$ cat src/rtl/dht_pkg.sv
// How it works
// Two 16-bit halves, split or joined
// Converter triggers of all blocks ORed
// Reset: inactive, counts/loads ffff, prescale 00
// Config 0 one-shot/periodic, 1 clock
// Config 4 selects split 16-bit operation; here the halves do not count, only loads and reads are split
// 32-bit modes act as one timer
// 32-bit load write fills both halves
// 32-bit count read concatenates both halves
// First half mode field alone chooses
// Enable starts down-count, reload after zero
// One-shot stops and clears enable
// Zero sets sticky raw timeout flag
// Mask gates masked timeout flag
// Trigger pulses only when enabled
// Load rewrite taken next cycle
// Debug stall freezes count during halt
// Clock mode counts up from one
// Clock input divided to 1 Hz
// Match rolls counter over to zero
// Match sets raw, masked flag, interrupt
// Clear bit clears clock match flags
// Clock enable overrides debug stall bits
// Synchronised edges, modulo-32768 divider
`default_nettype none
package dht_pkg;
  localparam logic [2:0] DHT_CFG_32_TIMER = 3'h0;
  localparam logic [2:0] DHT_CFG_32_CLOCK = 3'h1;
  localparam logic [2:0] DHT_CFG_16_SPLIT = 3'h4;
  localparam logic [1:0] DHT_MODE_ONE_SHOT = 2'h1;
  localparam logic [1:0] DHT_MODE_PERIODIC = 2'h2;
  localparam logic [15:0] DHT_HALF_RESET = 16'hffff;
  localparam logic [7:0] DHT_PRESCALE_RESET = 8'h00;
  localparam logic [31:0] DHT_CLOCK_FIRST = 32'h00000001;
  localparam int DHT_DIV_RATIO = 32768;
  localparam logic [14:0] DHT_DIV_LAST = 15'h7fff;
  typedef enum logic [1:0] {
    DHT_ST_IDLE,
    DHT_ST_RUN,
    DHT_ST_RELOAD
  } dht_state_t;
endpackage : dht_pkg
`default_nettype wire

$ cat src/rtl/dht_edge_div.sv
`default_nettype none
module dht_edge_div
  import dht_pkg::*;
(
  input wire logic ref_clk,
  input wire logic nrst,
  input wire logic clr,
  input wire logic clk_in,
  output logic tick
);
  typedef struct packed {
    logic s1;
    logic s2;
    logic s3;
    logic [14:0] cnt;
    logic tick;
  } dht_div_t;
  dht_div_t r_ff;
  dht_div_t nxt_r;
  always_comb begin
    nxt_r = r_ff;
    nxt_r.s1 = clk_in;
    nxt_r.s2 = r_ff.s1;
    nxt_r.s3 = r_ff.s2;
    nxt_r.tick = 1'b0;
    // edge count, wrap
    if (clr) begin
      nxt_r.cnt = '0;
    end else if (r_ff.s2 && !r_ff.s3) begin
      nxt_r.cnt = r_ff.cnt + 15'h1;
      // one tick per second
      if (r_ff.cnt == DHT_DIV_LAST) begin
        nxt_r.tick = 1'b1;
      end
    end
  end
  always_ff @(posedge ref_clk or negedge nrst) begin
    if (!nrst) begin
      r_ff <= '0;
    end else begin
      r_ff <= nxt_r;
    end
  end
  assign tick = r_ff.tick;
endmodule : dht_edge_div
`default_nettype wire

$ cat src/rtl/dht_timer.sv
`default_nettype none
module dht_timer
  import dht_pkg::*;
#(
  parameter int OTHER_TRIGS = 3
) (
  input wire logic ref_clk,
  input wire logic nrst,
  input wire logic [2:0] block_config,
  input wire logic [1:0] first_half_mode_field,
  input wire logic [1:0] second_half_mode_field,
  input wire logic ctl_wr,
  input wire logic first_half_enable_bit,
  input wire logic converter_trigger_enable_bit,
  input wire logic first_half_debug_stall_bit,
  input wire logic second_half_debug_stall_bit,
  input wire logic clock_calendar_enable_bit,
  input wire logic load_wr,
  input wire logic [31:0] load_wdata,
  input wire logic match_wr,
  input wire logic [31:0] match_wdata,
  input wire logic timeout_mask,
  input wire logic clock_match_mask,
  input wire logic clear_wr,
  input wire logic timeout_clear_bit,
  input wire logic clock_match_clear_bit,
  input wire logic debug_halt,
  input wire logic capture_compare_pwm_pin,
  input wire logic [OTHER_TRIGS-1:0] other_triggers,
  output logic enable_status,
  output logic [31:0] first_half_count_register,
  output logic [15:0] second_half_count_register,
  output logic [31:0] first_half_load_register,
  output logic [15:0] second_half_load_register,
  output logic [7:0] first_half_prescale,
  output logic [7:0] second_half_prescale,
  output logic raw_timeout_flag,
  output logic masked_timeout_flag,
  output logic raw_clock_match_flag,
  output logic masked_clock_match_flag,
  output logic controller_irq,
  output logic converter_trigger
);
  typedef struct packed {
    dht_state_t st;
    logic en;
    logic [15:0] cnt_a;
    logic [15:0] cnt_b;
    logic [15:0] ld_a;
    logic [15:0] ld_b;
    logic [31:0] match;
    logic [7:0] pre_a;
    logic [7:0] pre_b;
    logic clock_seen;
    logic to_raw;
    logic cm_raw;
    logic trig;
  } dht_state_all_t;
  dht_state_all_t r_ff;
  dht_state_all_t nxt_r;
  logic tick;
  logic is_clock;
  logic is_timer;
  logic stalled;
  logic [31:0] cnt32;
  logic [31:0] ld32;
  logic hit_zero;
  logic hit_match;
  logic [OTHER_TRIGS:0] trig_vec;

  assign cnt32 = {r_ff.cnt_b, r_ff.cnt_a};
  assign ld32 = {r_ff.ld_b, r_ff.ld_a};
  // mode select from config
  assign is_clock = (block_config == DHT_CFG_32_CLOCK);
  assign is_timer = (block_config == DHT_CFG_32_TIMER);
  // stall on debug halt
  // clock enable bit blocks every stall
  assign stalled = debug_halt && !clock_calendar_enable_bit
    && (first_half_debug_stall_bit || (is_clock && second_half_debug_stall_bit));
  assign hit_zero = is_timer && r_ff.en && !stalled && (cnt32 == 32'h0) && (r_ff.st == DHT_ST_RUN);
  assign hit_match = is_clock && r_ff.en && tick && !stalled && (cnt32 == r_ff.match);

  // divide external clock
  dht_edge_div u_div (
    .ref_clk(ref_clk),
    .nrst(nrst),
    .clr(!(is_clock && r_ff.en)),
    .clk_in(capture_compare_pwm_pin),
    .tick(tick)
  );

  always_comb begin
    logic [31:0] next32;
    next32 = cnt32;
    nxt_r = r_ff;
    nxt_r.trig = 1'b0;
    if (ctl_wr) begin
      nxt_r.en = first_half_enable_bit;
      if (first_half_enable_bit && !r_ff.en) begin
        nxt_r.st = DHT_ST_RUN;
      end
    end
    // 32-bit load fills both
    if (load_wr) begin
      nxt_r.ld_a = load_wdata[15:0];
      if (block_config != DHT_CFG_16_SPLIT) begin
        nxt_r.ld_b = load_wdata[31:16];
      end
    end
    if (match_wr) begin
      nxt_r.match = match_wdata;
    end
    // joined halves as one counter
    if (is_timer && load_wr) begin
      // new load next cycle
      // Also when stopped, so a start counts from the load
      next32 = load_wdata;
    end else if (is_timer && r_ff.en && !stalled) begin
      if (cnt32 == 32'h0) begin
        // reload after zero
        next32 = ld32;
      end else begin
        next32 = cnt32 - 32'h1;
      end
    end else if (is_clock) begin
      // first entry loads one
      if (!r_ff.clock_seen) begin
        nxt_r.clock_seen = 1'b1;
        next32 = DHT_CLOCK_FIRST;
      end else if (load_wr) begin
        next32 = load_wdata;
      end else if (r_ff.en && tick && !stalled) begin
        // roll over at match
        next32 = hit_match ? 32'h0 : cnt32 + 32'h1;
      end
    end
    // first half mode only
    // one-shot clears enable
    if (hit_zero && first_half_mode_field == DHT_MODE_ONE_SHOT && !ctl_wr) begin
      nxt_r.en = 1'b0;
      nxt_r.st = DHT_ST_IDLE;
    end
    nxt_r.cnt_a = next32[15:0];
    nxt_r.cnt_b = next32[31:16];
    // gated converter trigger
    nxt_r.trig = hit_zero && converter_trigger_enable_bit;
    // sticky timeout, set wins
    if (clear_wr && timeout_clear_bit) begin
      nxt_r.to_raw = 1'b0;
    end
    if (hit_zero) begin
      nxt_r.to_raw = 1'b1;
    end
    // clear clock match flags
    if (clear_wr && clock_match_clear_bit) begin
      nxt_r.cm_raw = 1'b0;
    end
    // match sets raw flag
    if (hit_match) begin
      nxt_r.cm_raw = 1'b1;
    end
  end

  always_ff @(posedge ref_clk or negedge nrst) begin
    // reset values
    if (!nrst) begin
      r_ff.st <= DHT_ST_IDLE;
      r_ff.en <= 1'b0;
      r_ff.cnt_a <= DHT_HALF_RESET;
      r_ff.cnt_b <= DHT_HALF_RESET;
      r_ff.ld_a <= DHT_HALF_RESET;
      r_ff.ld_b <= DHT_HALF_RESET;
      r_ff.match <= '0;
      r_ff.pre_a <= DHT_PRESCALE_RESET;
      r_ff.pre_b <= DHT_PRESCALE_RESET;
      r_ff.clock_seen <= 1'b0;
      r_ff.to_raw <= 1'b0;
      r_ff.cm_raw <= 1'b0;
      r_ff.trig <= 1'b0;
    end else begin
      r_ff <= nxt_r;
    end
  end

  // concatenated count read
  // split mode shows first half only
  assign first_half_count_register = (block_config == DHT_CFG_16_SPLIT) ? {16'h0, r_ff.cnt_a} : cnt32;
  assign second_half_count_register = r_ff.cnt_b;
  assign first_half_load_register = (block_config == DHT_CFG_16_SPLIT) ? {16'h0, r_ff.ld_a} : ld32;
  assign second_half_load_register = r_ff.ld_b;
  assign first_half_prescale = r_ff.pre_a;
  assign second_half_prescale = r_ff.pre_b;
  assign enable_status = r_ff.en;
  assign raw_timeout_flag = r_ff.to_raw;
  assign raw_clock_match_flag = r_ff.cm_raw;
  // masked timeout flag
  assign masked_timeout_flag = r_ff.to_raw && timeout_mask;
  // masked match and interrupt
  assign masked_clock_match_flag = r_ff.cm_raw && clock_match_mask;
  assign controller_irq = masked_timeout_flag || masked_clock_match_flag;
  // second half holds upper 16 bits in 32-bit modes
  assign trig_vec = {other_triggers, r_ff.trig};

  dht_trig_or #(
    .N(OTHER_TRIGS + 1)
  ) u_or (
    .trig_in(trig_vec),
    .trig_out(converter_trigger)
  );
endmodule : dht_timer
`default_nettype wire

$ cat src/rtl/dht_trig_or.sv
`default_nettype none
module dht_trig_or #(
  parameter int N = 4
) (
  input wire logic [N-1:0] trig_in,
  output logic trig_out
);
  // shared converter trigger
  assign trig_out = |trig_in;
endmodule : dht_trig_or
`default_nettype wire
$ cat config.mk
export PLATFORM = sky130hd
export DESIGN_NAME = dht_timer
export DESIGN_NICKNAME = d
export VERILOG_FILES = /design/src/rtl/dht_pkg.sv /design/src/rtl/dht_edge_div.sv /design/src/rtl/dht_timer.sv /design/src/rtl/dht_trig_or.sv
export SDC_FILE = /design/constraint.sdc
export NUM_CORES = 1
export LEC_CHECK = 0
export BUFFER_PORTS_ARGS = -buffer_cell sky130_fd_sc_hd__clkbuf_2
export CAP_MARGIN = 25
export CELL_PAD_IN_SITES_DETAIL_PLACEMENT = 1
export CELL_PAD_IN_SITES_GLOBAL_PLACEMENT = 1
export CORE_UTILIZATION = 38
export CTS_BUF_LIST = sky130_fd_sc_hd__clkbuf_4 sky130_fd_sc_hd__clkbuf_8
export DETAILED_ROUTE_END_ITERATION = 16
export GPL_TIMING_DRIVEN = 1
export PLACE_DENSITY_LB_ADDON = 0.1
export SLEW_MARGIN = 20
export SYNTH_ARGS = -nofsm -noshare
export SYNTH_HDL_FRONTEND = slang
export SYNTH_SLANG_ARGS = --single-unit
$ cat constraint.sdc
create_clock -name ref_clk -period 2.6 [get_ports ref_clk]
set_input_delay 0.13 -clock ref_clk [delete_from_list [all_inputs] [get_ports ref_clk]]
set_output_delay 0.13 -clock ref_clk [all_outputs]
set_load 0.005 [all_outputs]
==> impl_metrics.json <==
{
  "cts_max_path_buffers": 2,
  "dieHeight_um": 150,
  "yosysSeqAreaShare_pct": 37.2,
  "vdd_drop_max_uv": 332,
  "post-route-util_pct": 49.8,
  "ys_types": 73,
  "ys.warnings.count": 0,
  "setup_viol": 0,
  "crit_fanout": 5,
  "die_x_um": 150,
  "async_reset_ff_share_pct": 100,
  "grt_max_degree": 49,
  "dpl_worst_slack_ns": 0.0602,
  "grt_overflow": 0,
  "total_power_mw": 6.32,
  "holdCritStartpoint": "first_half_mode_field[1]",
  "critPathLaunchType": "flop",
  "fin_skew_ns": 0.0200,
  "rows": 53,
  "avgSynthCellArea_um2": 9.38,
  "whs_ns": 0.112,
  "cap_violations": 0,
  "htreeDepth": 4,
  "clock.fmax_mhz": 394,
  "layout-drive-gt1-share_pct": 40.8,
  "hp-class": "in2reg",
  "numClockSinks": 121,
  "status": "finished clean",
  "synth-main-ff-cell": "dfstp_2",
  "area_delta_synth_final_pct": 26.8,
  "cts_made_buffers": 17,
  "syn_area_um2": 8360,
  "tightest_slew_ns": 0.870,
  "worstReg2RegStart": "second_half_count_register[10]",
  "core_um2": 21300,
  "endpoint_kind": "flop",
  "root_buffer": "clkbuf_8",
  "n_antenna_cell": 0,
  "synth_edf_count": 0,
  "dieArea_um2": 22600,
  "min_to": "enable_status",
  "wl_um": 28700,
  "critical_path_class": "reg2reg",
  "rrSetupSlack_ns": 0.06,
  "ys_ff_latch": 121,
  "wire_per_inst_um": 20.5,
  "synthCells": 891,
  "worstSkewPairLatency_ns": 0.46,
  "vias_per_cell": 5.44,
  "fin_cells": 1400,
  "finalMaxSlewViolations": 0,
  "ant_nets": 0,
  "place.gp.congestion": 0.865,
  "max_slew_margin_pct": 42.0,
  "post-route-period-util_pct": 97.6,
  "groute.usage.overall_pct": 26.0,
  "hpwl_um": 20400,
  "port_buffers": 191,
  "antenna_found_initial": 1,
  "start_util_pct": 39.3,
  "clkSlewWorstSetupHoldPaths_ns": 0.09,
  "yosys.cell_count.top_type": "buf_4",
  "ios": 210,
  "synthTopCellsByCount": "80 x buf_4, 64 x dfstp_2, 64 x mux2_2",
  "dr.pass1.iters": 5,
  "crit_required_ns": 2.96,
  "p_per_area_nw_per_um2": 596,
  "hold_violations": 0,
  "synth_area_leaders": "dfstp_2 20%, dfrtp_1 17%, mux2_2 8.6%, buf_4 7.2%, xor2_1 6.3%",
  "layout.nets": 1207,
  "finalWorstSetupSlack_ns": 0.0619,
  "synth_largest_area_cell": "dfstp_2",
  "placed_cells": 1290,
  "worstReg2RegEnd": "cnt32[2]",
  "drt_iter0_drc": 419,
  "drc": 0,
  "cp.arrival_ns": 2.90,
  "vias": 7613,
  "p_leak_nw": 4.53,
  "r2r_cells": 8,
  "yosys.area.top_type_share_pct": 20.1,
  "cts_tree": "yes",
  "holdPathStages": 4,
  "period_minus_slack_ns": 2.54,
  "first_global_vias": 7801,
  "grt_pass1_wl_um": 44000
}
sequential cells by signal, summed over array words and instances (netlist names):
name and cells:
r_ff 35, cnt32 16, ld32 16, second_half_count_register 16, second_half_load_register 16, u_div.r_ff 16, u_div.nxt_r 2, enable_status 1
raw_clock_match_flag 1, raw_timeout_flag 1, u_div.tick 1
cell families after synthesis:
group                      synth area share (%)
and+or+nand+nor                            19.2
buffers and inverters                      11.5
AOI/OAI and AO/OA                          12.5
DFF                                        37.2
xor gates and xnor gates                   9.75
muxes                                      9.16
adders and majority gates                 0.599
other                                    0.0449
placed cells by master, fill, tap and decap left out, types with 5 or more instances in the layout:
cell           synthesis  layout
clkbuf_2               0     190
buf_4                 80      75
dlygate4sd3_1          0      74
mux2_2                64      64
dfstp_2               64      64
nand2_1               60      60
xor2_1                60      60
dfrtp_1               57      57
nor2_1                51      50
xnor2_1               33      33
nand3_1               32      32
nor2b_1               32      32
o22ai_1               29      29
a21oi_1               29      29
a221oi_1              26      25
o211ai_1              23      23
clkbuf_8               0      17
nand4_1               16      16
conb_1                 1      16
and3_1                14      14
nor3_1                14      14
nor4_1                21      14
o21ai_0               11      11
inv_1                  9       9
and2_1                 7       7
nor4_2                 0       7
inv_6                  0       7
and4_1                 6       5
where the power goes:
part           switching, mW  internal (mW)
clock network          0.953          0.697
registers              0.358           2.24
logic                   1.08          0.995
stage by stage:
| stage | area (um2) | TNS (ns) |
|---|---|---|
| finish | 10600 | 0 |
| global route | 10600 | -0.0562 |
| CTS | 10500 | 0 |
| detailed placement | 9390 | 0 |
| global placement | 9390 | 0 |
| floorplan | 8420 | 0 |
worst max-delay path: stages (launching register included):
cell and delay, ns:
dfstp_2 0.42, or4_1 0.61, nor4_2 0.21, buf_4 0.18, and4_4 0.29, nand3_1 0.10
and3_4 0.20, a21o_1 0.18, a221oi_2 0.25
how the worst max path moves through the flow:
stage,start,end
2_1_floorplan,cnt32[0],cnt32[3]
3_5_place_dp,cnt32[7],second_half_count_register[9]
3_3_place_gp,second_half_count_register[3],cnt32[7]
6_report,second_half_count_register[10],cnt32[2]
5_1_grt,second_half_count_register[10],cnt32[2]
4_1_cts,second_half_count_register[3],cnt32[1]
what timing repair did:
item,4_1_cts,5_1_grt
setup buffers,0,4
hold buffers,74,0
endpoints found under the hold margin,112,0
resized for setup,0,12
setup endpoints to repair,0,31
per-layer routing:
metal	wire length [um]	vias up	track usage, %	share of wire (%)
met5	17	-	0	0.059
met4	442	2	7.73	1.5
met3	1360	31	4.21	4.7
met2	14200	253	44.8	50
met1	12600	3796	33.4	44
li1	-	3531	-	-
cell type report:
class	count	area [um2]
tap	275	344
timing repair buffer	342	2310
multi-input combinational	621	4430
clock buffer	17	234
sequential	121	3110
clock inverter	15	130
fill	2513	10700
inverter	9	33.8
No activity file was read; power rests on OpenSTA's default activity.
